## src/pkg/mrs_pkg.sv

```systemverilog
package mrs_pkg;

	// ----------------------------------------
	// clocking and timing
	// ----------------------------------------
	localparam int CLK_PERIOD_NS = 10;
	localparam int CK_DIV = 2;
	localparam int CK_PERIOD_NS = CLK_PERIOD_NS * CK_DIV;
	localparam int TMRD_NCK = 8;
	localparam int TMOD_NCK = 24;
	localparam int ODT_OFF_LAT = 9;
	localparam int MIN_WRITE_RECOVERY = 10;
	localparam int CNT_W = 8;
	localparam int ADDR_W = 18;

	// ----------------------------------------
	// register select and field layout
	// ----------------------------------------
	localparam logic [2:0] SEL_MR0 = 3'h0;
	localparam logic [2:0] SEL_RSVD = 3'h7;
	localparam int BL_LSB = 0;
	localparam int CL_B0 = 2;
	localparam int BT_BIT = 3;
	localparam int CL_B1 = 4;
	localparam int TM_BIT = 7;
	localparam int DLL_RST_BIT = 8;
	localparam int WR_LSB = 9;
	localparam int CL_B4 = 12;
	localparam int WR_MSB_BIT = 13;
	localparam int RSVD_ADDR_BIT = 17;
	localparam logic [1:0] BL_FIXED8 = 2'h0;
	localparam logic [1:0] BL_OTF = 2'h1;
	localparam logic [1:0] BL_CHOP4 = 2'h2;
	localparam logic [1:0] BL_RSVD = 2'h3;
	localparam logic [3:0] WR_MAX_CODE = 4'h8;
	localparam logic [4:0] WR_BASE = 5'h0A;
	localparam logic [3:0] RTP_BASE = 4'h5;

	// ----------------------------------------
	// carriers
	// ----------------------------------------
	typedef enum logic [1:0] {
		ST_IDLE = 2'b00,
		ST_HOLD = 2'b01,
		ST_WAITFN = 2'b11
	} state_type;

	typedef struct packed {
		logic [2:0] sel;
		logic [ADDR_W-1:0] addr;
		logic odt_change;
		logic long_update;
	} mrs_req_type;

	typedef struct packed {
		logic act_n;
		logic ras_n;
		logic cas_n;
		logic we_n;
		logic [1:0] bg;
		logic [1:0] ba;
		logic [ADDR_W-1:0] addr;
	} ca_bus_type;

	typedef struct packed {
		logic [4:0] write_recovery;
		logic [3:0] read_to_precharge;
		logic [5:0] cas_latency;
		logic interleave;
		logic [1:0] burst_mode;
		logic dll_reset;
		logic test_mode_select;
		logic reserved_field;
	} mr0_status_type;

endpackage : mrs_pkg

```

## src/hw/mr0_decode.sv

```systemverilog
`timescale 1ns/100ps
module mr0_decode (
	input logic [mrs_pkg::ADDR_W-1:0] word,
	output mrs_pkg::mr0_status_type status
);
	import mrs_pkg::*;

	// ----------------------------------------
	// cas latency lookup
	// ----------------------------------------
	function automatic logic [5:0] cl_lookup(input logic [4:0] code);
		logic [5:0] v;
		v = 6'h00;
		unique case (code)
			5'h00, 5'h01, 5'h02, 5'h03, 5'h04, 5'h05, 5'h06, 5'h07: v = 6'h09 + {3'h0, code[2:0]};
			5'h08: v = 6'h12;
			5'h09: v = 6'h14;
			5'h0A: v = 6'h16;
			5'h0B: v = 6'h18;
			5'h0C: v = 6'h17;
			5'h0D: v = 6'h11;
			5'h0E: v = 6'h13;
			5'h0F: v = 6'h15;
			5'h10: v = 6'h19;
			5'h11: v = 6'h1A;
			5'h12: v = 6'h1B;
			5'h13: v = 6'h1C;
			5'h15: v = 6'h1E;
			5'h17: v = 6'h20;
			default: v = 6'h00;
		endcase
		return v;
	endfunction : cl_lookup

	wire [3:0] wr_code = {word[WR_MSB_BIT], word[WR_LSB+2:WR_LSB]};
	wire [4:0] cl_code = {word[CL_B4], word[CL_B1+2:CL_B1], word[CL_B0]};
	wire wr_bad = wr_code > WR_MAX_CODE;
	wire [5:0] cl_val = cl_lookup(cl_code);
	wire bl_bad = word[BL_LSB+1:BL_LSB] == BL_RSVD;

	// ----------------------------------------
	// field decode
	// ----------------------------------------
	// recovery steps of two, precharge of one
	assign status.write_recovery = wr_bad ? 5'h00 : WR_BASE + {wr_code, 1'b0};
	assign status.read_to_precharge = wr_bad ? 4'h0 : RTP_BASE + wr_code;
	assign status.cas_latency = cl_val;
	assign status.interleave = word[BT_BIT];
	assign status.burst_mode = word[BL_LSB+1:BL_LSB];
	assign status.dll_reset = word[DLL_RST_BIT];
	assign status.test_mode_select = word[TM_BIT];
	assign status.reserved_field = wr_bad | bl_bad | (cl_val == 6'h00);

endmodule : mr0_decode

```

## src/hw/mrs_ctrl.sv

```systemverilog
`timescale 1ns/100ps
// Contract
// - seven registers, written only by MRS
// - program all registers after power-up, reset
// - every MRS drives all address fields
// - MRS only when idle, CKE high
// - tMRD between successive MRS commands
// - exempt settings wait for function update
// - tMOD before any non-MRS command
// - long updates follow their own procedure
// - ODT low before termination-affecting MRS
// - no ODT hold when termination unchanged
// - ODT stays low until tMOD expires
// - BG1 and A17 driven zero
// - never program a reserved code; only MR0 codes and select 7 are refused
// - recovery code at least the minimum
module mrs_ctrl #(
	parameter int TMRD_NCK = mrs_pkg::TMRD_NCK,
	parameter int TMOD_NCK = mrs_pkg::TMOD_NCK,
	parameter int ODT_OFF_LAT = mrs_pkg::ODT_OFF_LAT,
	parameter int MIN_WR = mrs_pkg::MIN_WRITE_RECOVERY
) (
	input logic clk,
	input logic rst_n,
	input logic req_valid,
	input mrs_pkg::mrs_req_type req,
	output logic req_ready,
	output logic req_err,
	input logic cmd_valid,
	input mrs_pkg::ca_bus_type cmd,
	output logic cmd_ready,
	input logic idle_ok,
	input logic odt_want,
	input logic func_done,
	output logic busy,
	output mrs_pkg::mr0_status_type mr0_status,
	output logic ck_t,
	output logic ck_c,
	output logic cke,
	output logic odt,
	output logic cs_n,
	output mrs_pkg::ca_bus_type ca
);
	import mrs_pkg::*;

	localparam logic [CNT_W-1:0] MRD_LOAD = CNT_W'(TMRD_NCK - 1);
	localparam logic [CNT_W-1:0] MOD_LOAD = CNT_W'(TMOD_NCK - 1);
	localparam logic [CNT_W-1:0] ODT_HOLD = CNT_W'(ODT_OFF_LAT + 1);
	localparam logic [CNT_W-1:0] CNT_MAX = {CNT_W{1'b1}};

	function automatic logic [CNT_W-1:0] dec_sat(input logic [CNT_W-1:0] v);
		return (v == '0) ? v : v - 1'b1;
	endfunction : dec_sat

	function automatic logic [CNT_W-1:0] inc_sat(input logic [CNT_W-1:0] v);
		return (v == CNT_MAX) ? v : v + 1'b1;
	endfunction : inc_sat

	// ----------------------------------------
	// state
	// ----------------------------------------
	state_type st_q, st_d;
	mrs_req_type req_q, req_d;
	ca_bus_type ca_q, ca_d;
	logic ck_t_q, ck_c_q;
	logic cke_q, cke_up_q;
	logic odt_q, odt_d, odt_keep_q, odt_keep_d;
	logic cs_n_q, cs_n_d;
	logic req_err_q;
	logic [CNT_W-1:0] mrd_cnt_q, mrd_cnt_d, mod_cnt_q, mod_cnt_d;
	logic [CNT_W-1:0] odt_low_q, odt_low_d;
	logic [ADDR_W-1:0] mr0_q, mr0_d;
	mr0_status_type req_status;

	// ----------------------------------------
	// request checks
	// ----------------------------------------
	mr0_decode u_req_dec (
		.word(req.addr),
		.status(req_status)
	);

	mr0_decode u_cur_dec (
		.word(mr0_q),
		.status(mr0_status)
	);

	// outputs change when ck falls, device samples on rise
	wire tick = ck_t_q;
	wire in_idle = st_q == ST_IDLE;
	wire in_hold = st_q == ST_HOLD;
	wire sel_mr0 = req.sel == SEL_MR0;
	wire wr_short = req_status.write_recovery < 5'(MIN_WR);
	wire req_bad = (req.sel == SEL_RSVD) | (sel_mr0 & (req_status.reserved_field | wr_short));
	wire take_req = req_ready & req_valid;
	wire take_ok = take_req & ~req_bad;
	wire mrd_ok = mrd_cnt_q == '0;
	wire mod_ok = mod_cnt_q == '0;
	wire odt_ok = ~req_q.odt_change | (odt_low_q >= ODT_HOLD);
	wire fire_mrs = tick & in_hold & idle_ok & cke_up_q & mrd_ok & odt_ok;
	wire fire_cmd = cmd_ready & cmd_valid;
	// odt forced low around the write
	// kept low until tmod runs out
	wire odt_block = odt_keep_q | (in_hold & req_q.odt_change);

	assign req_ready = tick & in_idle;
	assign cmd_ready = tick & in_idle & ~req_valid & mod_ok & cke_up_q;

	// ----------------------------------------
	// sequencing
	// ----------------------------------------
	always_comb begin
		st_d = st_q;
		unique case (st_q)
			ST_IDLE: begin
				if (take_ok) begin
					st_d = ST_HOLD;
				end
			end
			ST_HOLD: begin
				if (fire_mrs) begin
					// long updates hand over to user
					st_d = req_q.long_update ? ST_WAITFN : ST_IDLE;
				end
			end
			ST_WAITFN: begin
				if (func_done) begin
					st_d = ST_IDLE;
				end
			end
			default: st_d = ST_IDLE;
		endcase
	end

	assign req_d = take_ok ? req : req_q;
	assign mrd_cnt_d = fire_mrs ? MRD_LOAD : (tick ? dec_sat(mrd_cnt_q) : mrd_cnt_q);
	assign mod_cnt_d = fire_mrs ? MOD_LOAD : (tick ? dec_sat(mod_cnt_q) : mod_cnt_q);
	assign odt_keep_d = (fire_mrs & req_q.odt_change) | (odt_keep_q & ~(tick & mod_ok));
	assign odt_d = tick ? (odt_want & ~odt_block & cke_up_q) : odt_q;
	assign odt_low_d = tick ? (odt_d ? '0 : inc_sat(odt_low_q)) : odt_low_q;
	assign cs_n_d = tick ? ~(fire_mrs | fire_cmd) : cs_n_q;

	// ----------------------------------------
	// command word
	// ----------------------------------------
	ca_bus_type mrs_word;
	assign mrs_word.act_n = 1'b1;
	assign mrs_word.ras_n = 1'b0;
	assign mrs_word.cas_n = 1'b0;
	assign mrs_word.we_n = 1'b0;
	// reserved bank-group and address bits zero
	assign mrs_word.bg = {1'b0, req_q.sel[2]};
	assign mrs_word.ba = req_q.sel[1:0];
	assign mrs_word.addr = {1'b0, req_q.addr[ADDR_W-2:0]};

	assign ca_d = fire_mrs ? mrs_word : (fire_cmd ? cmd : ca_q);
	assign mr0_d = (fire_mrs & (req_q.sel == SEL_MR0)) ? mrs_word.addr : mr0_q;

	// ----------------------------------------
	// registers
	// ----------------------------------------
	always_ff @(posedge clk or negedge rst_n) begin
		if (!rst_n) begin
			ck_t_q <= 1'b0;
			ck_c_q <= 1'b1;
			cke_q <= 1'b0;
			cke_up_q <= 1'b0;
		end else begin
			ck_t_q <= ~ck_t_q;
			ck_c_q <= ck_t_q;
			cke_q <= cke_q | tick;
			cke_up_q <= cke_up_q | (tick & cke_q);
		end
	end

	always_ff @(posedge clk or negedge rst_n) begin
		if (!rst_n) begin
			st_q <= ST_IDLE;
			req_q <= '0;
			req_err_q <= 1'b0;
			mr0_q <= '0;
		end else begin
			st_q <= st_d;
			req_q <= req_d;
			req_err_q <= take_req & req_bad;
			mr0_q <= mr0_d;
		end
	end

	always_ff @(posedge clk or negedge rst_n) begin
		if (!rst_n) begin
			mrd_cnt_q <= '0;
			mod_cnt_q <= '0;
			odt_keep_q <= 1'b0;
			odt_q <= 1'b0;
			odt_low_q <= '0;
		end else begin
			mrd_cnt_q <= mrd_cnt_d;
			mod_cnt_q <= mod_cnt_d;
			odt_keep_q <= odt_keep_d;
			odt_q <= odt_d;
			odt_low_q <= odt_low_d;
		end
	end

	always_ff @(posedge clk or negedge rst_n) begin
		if (!rst_n) begin
			cs_n_q <= 1'b1;
			ca_q <= '{act_n: 1'b1, ras_n: 1'b1, cas_n: 1'b1, we_n: 1'b1, default: '0};
		end else begin
			cs_n_q <= cs_n_d;
			ca_q <= ca_d;
		end
	end

	assign ck_t = ck_t_q;
	assign ck_c = ck_c_q;
	assign cke = cke_q;
	assign odt = odt_q;
	assign cs_n = cs_n_q;
	assign ca = ca_q;
	assign req_err = req_err_q;
	assign busy = ~in_idle | ~mod_ok;

	// ----------------------------------------
	// checks
	// ----------------------------------------
	localparam int MRD_CLK = TMRD_NCK * CK_DIV;
	localparam int MOD_CLK = TMOD_NCK * CK_DIV;
	logic [15:0] since_mrs_q;
	logic seen_mrs_q;
	logic cs_prev_q;
	wire mrs_on_pins = ~cs_n_q & ca_q.act_n & ~ca_q.ras_n & ~ca_q.cas_n & ~ca_q.we_n;
	wire cs_fell = cs_prev_q & ~cs_n_q;
	wire mrs_start = mrs_on_pins & ~ck_t_q & cs_fell;

	always_ff @(posedge clk or negedge rst_n) begin
		if (!rst_n) begin
			since_mrs_q <= '0;
			seen_mrs_q <= 1'b0;
			cs_prev_q <= 1'b1;
		end else begin
			cs_prev_q <= cs_n_q;
			since_mrs_q <= mrs_start ? 16'h0001 : ((since_mrs_q == 16'hFFFF) ? since_mrs_q : since_mrs_q + 16'h0001);
			seen_mrs_q <= seen_mrs_q | mrs_start;
		end
	end
endmodule : mrs_ctrl

```

## config.mk

```make
export PLATFORM = sky130hd
export DESIGN_NAME = mrs_ctrl
export DESIGN_NICKNAME = d
export VERILOG_FILES = /design/src/pkg/mrs_pkg.sv /design/src/hw/mr0_decode.sv /design/src/hw/mrs_ctrl.sv
export SDC_FILE = /design/constraint.sdc
export NUM_CORES = 1
export LEC_CHECK = 0
export ABC_CLOCK_PERIOD_IN_PS = 2590
export BUFFER_PORTS_ARGS = -buffer_cell sky130_fd_sc_hd__buf_2
export CAP_MARGIN = 20
export CORE_MARGIN = 4
export CORE_UTILIZATION = 49
export DETAILED_ROUTE_END_ITERATION = 7
export MAX_ROUTING_LAYER = met4
export PLACE_DENSITY_LB_ADDON = 0.3
export RECOVER_POWER = 100
export REMOVE_ABC_BUFFERS = 1
export SLEW_MARGIN = 20
export SYNTH_ARGS = -nofsm -noshare
export SYNTH_HDL_FRONTEND = slang
export SYNTH_SLANG_ARGS = --single-unit
export TNS_END_PERCENT = 5
```

## constraint.sdc

```tcl
create_clock -name clk -period 2.59 [get_ports clk]
set_input_delay 0.518 -clock clk [delete_from_list [all_inputs] [get_ports clk]]
set_output_delay 0.518 -clock clk [all_outputs]
set_load 0.01 [all_outputs]
```

After elaboration in Yosys (flattened, before gate mapping)
Cells that the tools add are included.

word-level totals
  bits in registers = 96
  input bits = 56
  logic and storage cells = 172

operators by class
  reductions and logical operators = 17
  add/subtract/negate cells = 8
  magnitude comparators = 4
  multiplexer cells = 21
  bitwise operators = 44
  equal/unequal tests = 54

operators by type and width
  cell                 number
  $pmux 6 s15          2
  $eq 5x4->1 const B   16
  $mux 8               8
  $eq 5x5->1 const B   12
  $mux 26              2
  $eq 5x3->1 const B   8
  $and 1x1->1          22
  $eq 5x2->1 const B   4
  $logic_not 8->1      2
  $reduce_or 8->1      2
  $sub 8x1->8 const B  2
  $or 1x1->1           13
  $logic_not 6->1      2
  $add 4x3->5 const A  2
  $add 4x5->5 const A  2
  $eq 5x1->1 const B   2
  $logic_not 5->1      2
  $mux 5               2
  $not 1->1            9
  $add 8x1->8 const B  1
  $eq 8x8->1 const B   1
  $ge 8x4->1 const B   1
  $gt 4x4->1 const B   2
  $mux 2               4
  other kinds (15)     25

Longest topological paths before layout
Gate-level depths: netlist of the first run.

  word-level depth = 12
  gate-level depth with buffers = 10

By module
From an unflattened synthesis of the first run, not the netlist that was laid out.

second synthesis, totals
  cell total of the unflattened synthesis = 524
  area total of the unflattened synthesis = 5479.0 um^2

by module, submodules not included
  module                  sequential area each (um^2)  area each (um^2)  cells each  times used
  mrs_ctrl                2484.9                       4459.3            373         1
  mr0_decode (u_cur_dec)  0.0                          514.2             79          1
  mr0_decode (u_req_dec)  0.0                          505.5             72          1

Least setup slack after synthesis of the first run
No wires, ideal clock.

  kind = register to output
  from = register mr0_q[2]
  to = output port mr0_status[0] (netlist name)
  data arrival time = 2.344 ns
  path buffers = 0
  required time = 2.072 ns
  path slack = -0.272 ns
  stages on the path, launching flop included = 8
  cell sequence = dfrtp_1 inv_1 ha_1 nor4_1 nor3_1 a221o_1 or4b_2 nand3_1

RTL lines
  item                      line             text
  start: declaration        mrs_ctrl.sv:72   logic [ADDR_W-1:0] mr0_q, mr0_d;
  start signal: assignment  mrs_ctrl.sv:186  mr0_q <= mr0_d;
  end: declaration          mrs_ctrl.sv:36   output mrs_pkg::mr0_status_type mr0_status,

==> results_dict.tcl, run 1 <==
set metrics [dict create \
    status "complete, but fails checks" \
    violations "negative setup slack" \
    die_w_um 108 \
    max_cap_viol_count 0 \
    ir_drop_mv 0.353 \
    setup_viol 3 \
    root_buffer "clkbuf_8" \
    switching_share 0.258 \
    reg2reg_setup_slack_ns 0.12 \
    synthCells 447 \
    insertion_delay_ns 0.36 \
    firstDrtPassIters 4 \
    comb_power_share 0.126 \
    powerDensity_nw_per_um2 575 \
    relSlewSlack 0.168 \
    io-pin-count 112 \
    drt_wl_total_mm 10.8 \
    cts.path.max_buffers 2 \
    critPathMaxStageDelay_ns 0.52 \
    synth.cell_area_sq_um 4860 \
    io_buffers 109 \
    hold_viol 0 \
    final_layout_size_suffix_gt1_frac 0.291 \
    worstReg2RegStart "ck_t" \
    finish.utilization 0.603 \
    clkPwrFrac 0.320 \
    areaGrowthSynthToFinish_pct 20.8 \
    rsz0062_at_grt "yes" \
    synth_top_cell_area_share 0.464 \
    grt_pass1_vias 3725 \
    dp_cells 685 \
    tightest_slew_ns 1.25 \
    synthTopCellsByArea "dfrtp_1 46%, mux2_2 6.3%, mux2i_1 5.4%, ha_1 4.6%, nand2_1 3.8%" \
    finalCritPeriodShare 1.18 \
    layout.nets 640 \
    h-tree-depth 3 \
    skew_ns 0.0124 \
    gp_congestion 0.916 \
    core_area_sq_um 9730 \
    die-area_sq_um 11600 \
    required_ns 2.07 \
    grt_max_degree 52 \
    start_util 0.499 \
    cts_tree "yes" \
    synth_top_area_cell "dfrtp_1" \
    hp-class "primary input to flip-flop" \
    holdPathStages 2 \
    grt_overflow_total 0 \
    cp_cell_sequence "inv_4 > ha_4 > buf_4 > nor3_4 > o221ai_2 > a211o_1 > or4b_4 > nand3_2 > buf_6" \
    cp_data_arrival_time_ns 2.55 \
    synth_warnings 0 \
    grt_pass1_wl_mm 17.8 \
    intPower_w 0.00251 \
    r2r_cells 9 \
    instances_no_fill 704 \
    yosysSeqAreaShare 0.496 \
    ys_types 59 \
    track_usage 0.199 \
    fin_ws_ns -0.478 \
    antenna_found_initial 0 \
    wl_per_cell_um 15.3 \
    dp_hpwl_mm 7.71 \
    cpMaxStageDelayCell "or4b_4" \
    synth_seq_cells 96 \
    path_clk_slew_ns 0.10 \
    crit_path_max_fanout 5 \
    synth_flop_cell "dfrtp_1" \
    postCtsHoldBufs 0 \
    cts_inserted_buffers 9 \
    min-delay-start "cmd_valid" \
    vias 3666 \
    worstReg2RegEnd "odt_low_q[7]" \
    drt_iter0_drc 126 \
    synth-edff-count 0 \
    power_leakage_nw 2.93 \
    die_height_um 108 \
    fillCellCount 851 \
    synth_area_per_cell_sq_um 10.9 \
    worstHoldEndpoint "cs_n" \
    num_rows 36 \
    ys_async_sr_fraction 1.00 \
    numClockSinks 96 \
    power.switching_w 0.000870 \
    crit_type "flip-flop to primary output" \
    share_seq_of_total_power 0.554 \
    max_freq_mhz 326 \
    ant_nets 0 \
    slew_viol_final 0 \
    end_kind "primary output" \
    worst_setup_path_start_kind "flip-flop" \
    period_needed_ns 3.07 \
    drc 0 \
    vias_per_cell 5.21 \
]
## flip-flops by register name, summed over array words and instances, names as in the netlist, 2 cells and up
name / cells
odt_low_q: 8
mod_cnt_q: 8
mrs_word: 20
ca: 26
req_q: 2
st_q: 2
mrd_cnt_q: 8
mr0_q: 14
## Yosys cell counts, drive strengths merged (2+ instances only)
| master | n |
|---|---|
| dfrtp | 90 |
| nand2 | 51 |
| mux2 | 37 |
| o21ai | 32 |
| nor2 | 28 |
| mux2i | 26 |
| ha | 18 |
| inv | 18 |
| buf | 14 |
| clkbuf | 12 |
| a21oi | 10 |
| nor3 | 10 |
| xnor2 | 9 |
| nand3 | 8 |
| nor2b | 7 |
| dfstp | 6 |
| nor4 | 6 |
| nand2b | 5 |
| nand4 | 5 |
| o31ai | 5 |
| or3 | 5 |
| xor2 | 5 |
| a21o | 4 |
| and2 | 4 |
| nor4b | 3 |
| a211o | 2 |
| a22oi | 2 |
| o211ai | 2 |
| o311ai | 2 |
| or2 | 2 |
| or4 | 2 |
## worst max-delay path: cells and delay by family, from the launching register on
kind | cells | cell delay [ns]
flip-flops | 1 | 0.45
adder cells (fa/ha/maj) | 1 | 0.17
AND/OR/NAND/NOR | 3 | 0.81
AO/OA/AOI/OAI | 2 | 0.43
buffers and inverters | 3 | 0.34
## cell type report
class,count,area [sq um],share of cell area
antenna,1,2.50,0.000426
clock buffer,10,138,0.0235
clock inverter,5,81.3,0.0139
inverter,18,72.6,0.0124
multi-input combinational,307,2300,0.392
sequential,96,2410,0.411
tap,133,166,0.0284
timing repair buffer,134,693,0.118
## cell usage in the layout (no fill, tap or decap), types with 3 or more instances in the layout
cell type | netlist | layout
a21o_1 | 4 | 4
a21oi_1 | 10 | 10
and2_1 | 3 | 3
buf_2 | 2 | 66
buf_4 | 10 | 15
buf_6 | 1 | 4
clkbuf_1 | 11 | 44
clkbuf_2 | 1 | 4
clkbuf_8 | 0 | 10
dfrtp_1 | 90 | 88
dfstp_2 | 6 | 5
ha_1 | 18 | 14
ha_4 | 0 | 3
inv_1 | 18 | 16
mux2_2 | 27 | 27
mux2_4 | 10 | 9
mux2i_1 | 26 | 26
nand2_1 | 49 | 49
nand2b_1 | 5 | 5
nand3_1 | 8 | 7
nand4_1 | 5 | 5
nor2_1 | 28 | 28
nor2b_1 | 7 | 7
nor3_1 | 10 | 8
nor4_1 | 6 | 5
nor4b_1 | 2 | 3
o21ai_0 | 31 | 32
o31ai_1 | 5 | 5
or3_1 | 5 | 5
xnor2_1 | 9 | 9
xor2_1 | 5 | 5
## power by group through the flow
stage | sequential [W] | clock (W) | combinational [W]
after detailed placement | 0.00190 | 0 | 0.000443
final | 0.00187 | 0.00108 | 0.000424
after CTS | 0.00187 | 0.00111 | 0.000446
after global routing | 0.00190 | 0.00117 | 0.000477
after floorplan | 0.00185 | 0 | 0.000283
after global placement | 0.00189 | 0 | 0.000420
## worst max path at each step
stage	slack (ns)	from	endpoint	cells past startpoint
after floorplan	-0.27	mr0_q[2]	mr0_status[0]	7
after global placement	-0.32	mr0_q[2]	mr0_status[0]	8
after detailed placement	-0.39	mr0_q[2]	mr0_status[0]	8
after CTS	-0.51	mr0_q[4]	mr0_status[0]	9
after global routing	-0.61	mr0_q[2]	mr0_status[0]	9
final	-0.48	mr0_q[2]	mr0_status[0]	9
## kinds of logic (layout without fill, tap and decap cells)
kind of cell	Yosys count	after routing	share of synthesized area
multiplexers	63	63	0.147
flip-flops	96	96	0.496
adder cells (fa/ha/maj)	18	18	0.0464
XOR/XNOR	14	14	0.0253
other	1	2	0.000772
buffers and inverters	44	167	0.0474
AND/OR/NAND/NOR	141	141	0.147
AO/OA/AOI/OAI	70	70	0.0899
## per-layer routing
layer | global-route usage | wire, um | vias up | part of all wire
met3 | 0.0324 | 547 | 20 | 0.051
met1 | 0.255 | 4790 | 1755 | 0.45
li1 | - | - | 1791 | -
met2 | 0.317 | 5180 | 100 | 0.48
met4 | 0.0821 | 240 | 0 | 0.022
met5 | - | 0 | - | 0
## what timing repair did
action / 4_1_cts / 5_1_grt
buffers inserted: 3 / 0
pin swaps: 7 / 5
hold endpoints to repair: 0 / 0
endpoints found under the setup margin: 5 / 6
resized for setup: 21 / 10
gates cloned: 0 / 0
## metrics by stage
| stage | setup slack, ns | hold WS, ns | TNS [ns] | power, W | area, sq um |
|---|---|---|---|---|---|
| 2_1_floorplan | -0.272 | 0.222 | -7.58 | 0.00213 | 4690 |
| 3_3_place_gp | -0.324 | 0.455 | -2.12 | 0.00231 | 5610 |
| 3_5_place_dp | -0.393 | 0.467 | -4.06 | 0.00234 | 5610 |
| 4_1_cts | -0.510 | 0.193 | -0.567 | 0.00342 | 5940 |
| 5_1_grt | -0.606 | 0.343 | -4.94 | 0.00355 | 5870 |
| 6_report | -0.478 | 0.333 | -0.701 | 0.00338 | 5870 |
No activity file was read; power rests on OpenSTA's default activity.
==> run 2: changes to the inputs <==
Settings changed: CORE_UTILIZATION 49 to 50, CTS_BUF_LIST set to sky130_fd_sc_hd__clkbuf_8.
==> run 2 against run 1 <==
- the flow still finishes with violations (negative setup slack)
- final cell count down 0.85%
- total power down 2.6%
- critical path depth down 1
- design area down 1.4%
- die area down 1.9%
- critical path type unchanged
==> results_dict.tcl, run 2 (synthesis gave the netlist of run 1 again) <==
set metrics [dict create \
    status "complete, but fails checks" \
    violations "negative setup slack" \
    skew_ns 0.0145 \
    worstReg2RegEnd "ca[18]" \
    finalCritPeriodShare 1.19 \
    setup_viol 2 \
    crit_type "flip-flop to primary output" \
    reg2reg_setup_slack_ns 0.12 \
    required_ns 2.07 \
    antenna_found_initial 0 \
    h-tree-depth 3 \
    period_needed_ns 3.08 \
    rsz0062_at_grt "yes" \
    wl_per_cell_um 15.8 \
    core_area_sq_um 9330 \
    dp_hpwl_mm 7.98 \
    cts.path.max_buffers 2 \
    hp-class "primary input to flip-flop" \
    io-pin-count 112 \
    die-area_sq_um 11400 \
    cp_cell_sequence "ha_2 > buf_4 > nor3_4 > o221ai_2 > a211o_1 > or4b_4 > nand3_2 > buf_6" \
    path_clk_slew_ns 0.09 \
    cpMaxStageDelayCell "or4b_4" \
    vias_per_cell 5.34 \
    dp_cells 682 \
    hold_viol 0 \
    r2r_cells 9 \
    numClockSinks 96 \
    cts_inserted_buffers 9 \
    start_util 0.521 \
    crit_path_max_fanout 6 \
    max_cap_viol_count 0 \
    cp_data_arrival_time_ns 2.56 \
    drt_wl_total_mm 11.0 \
    vias 3728 \
    mostFrequentLayoutCells "88 x dfrtp_1, 64 x buf_2, 49 x nand2_1, 49 x clkbuf_1, 31 x o21ai_0" \
    power_leakage_nw 2.88 \
    final_layout_size_suffix_gt1_frac 0.269 \
    powerDensity_nw_per_um2 568 \
    grt_pass1_wl_mm 18.6 \
    largest_register_ffs 26 \
    relSlewSlack 0.274 \
    areaGrowthSynthToFinish_pct 19.2 \
    fin_ws_ns -0.492 \
    cts_setup_buffers 0 \
    fin_hold_ws_ns 0.302 \
    layout.nets 638 \
    ant_nets 0 \
    root_buffer "clkbuf_8" \
    grt_overflow_total 0 \
    drc 0 \
    drt_iter0_drc 117 \
    firstDrtPassIters 4 \
    num_rows 35 \
    end_kind "primary output" \
    endpoint "mr0_status[0]" \
    io_buffers 109 \
    die_height_um 107 \
    max_freq_mhz 324 \
    slew_viol_final 0 \
    pre_cts_ws_ns -0.441 \
    antennaDiodeCount 0 \
    die_w_um 107 \
    layout_commonest_cell "dfrtp_1" \
    grt_max_degree 46 \
    final.setup.tns_ns -0.504 \
    instances_no_fill 698 \
    p_total_w 0.00329 \
    ir_drop_mv 0.409 \
    crit_start "mr0_q[2]" \
    worst_setup_path_start_kind "flip-flop" \
    insertion_delay_ns 0.37 \
    critPathMaxStageDelay_ns 0.52 \
    grt_pass1_vias 3824 \
    tightest_slew_ns 1.09 \
    cts_tree "yes" \
    gp_congestion 0.957 \
    track_usage 0.211 \
    worstReg2RegStart "mrd_cnt_q[0]" \
]
[run 2: cell types whose count changed in the layout (fill, tap and decap cells not counted), sizes merged]
cell | previous run | this run
clkinv | 2 | 1
buf | 86 | 78
clkbuf | 58 | 64
inv | 18 | 20
bufinv | 2 | 1
clkinvlp | 1 | 2
diode | 1 | 0
[run 2: per-layer routing]
metal  vias up  global-route usage  part of all wire
met5         -                   -                 0
met1      1819               0.263              0.44
li1       1786                   -                 -
met3        21              0.0431             0.053
met4         0              0.0685             0.018
met2       102               0.348              0.49
[run 2: cell type report]
class | instances | area, sq um
inverter | 18 | 67.6
fill | 802 | 3540
clock inverter | 6 | 61.3
tap | 129 | 161
timing repair buffer | 132 | 673
sequential | 96 | 2410
multi-input combinational | 307 | 2270
clock buffer | 10 | 138
[run 2: critical path, delay by kind of cell (launching register included)]
family | cells | cell delay [ns]
adder cells (fa/ha/maj) | 1 | 0.26
AND/OR/NAND/NOR | 3 | 0.79
AO/OA/AOI/OAI | 2 | 0.40
buffers and inverters | 2 | 0.28
flip-flops | 1 | 0.47
[run 2: worst min-delay path by stage]
stage / startpoint / endpoint / slack, ns / depth (start not counted)
detailed placement: odt / odt / 0.46 / 1
global placement: mrs_word[15] / ca[15] / 0.45 / 2
finish: cmd_valid / cs_n / 0.30 / 2
CTS: rst_n / odt_low_q[2] / 0.15 / 1
floorplan: rst_n / ca[0] / 0.22 / 0
global route: cmd_valid / cs_n / 0.29 / 2
[run 2: repair_timing]
item	CTS	global route
gates cloned	0	0
resized for setup	28	0
setup endpoints to repair	5	4
hold buffers	0	0
pin swaps	9	2
[run 2: report_power, final]
group,total [W],internal (W),switching [W]
registers,0.00187,0.00170,0.000166
logic,0.000421,0.000234,0.000187
clock network,0.000996,0.000468,0.000529
[run 2: through the flow]
step                utilization  instance area (sq um)
global placement          0.603                   5630
CTS                       0.638                   5950
finish                    0.620                   5790
global route              0.620                   5790
detailed placement        0.603                   5630
floorplan                     -                   4690
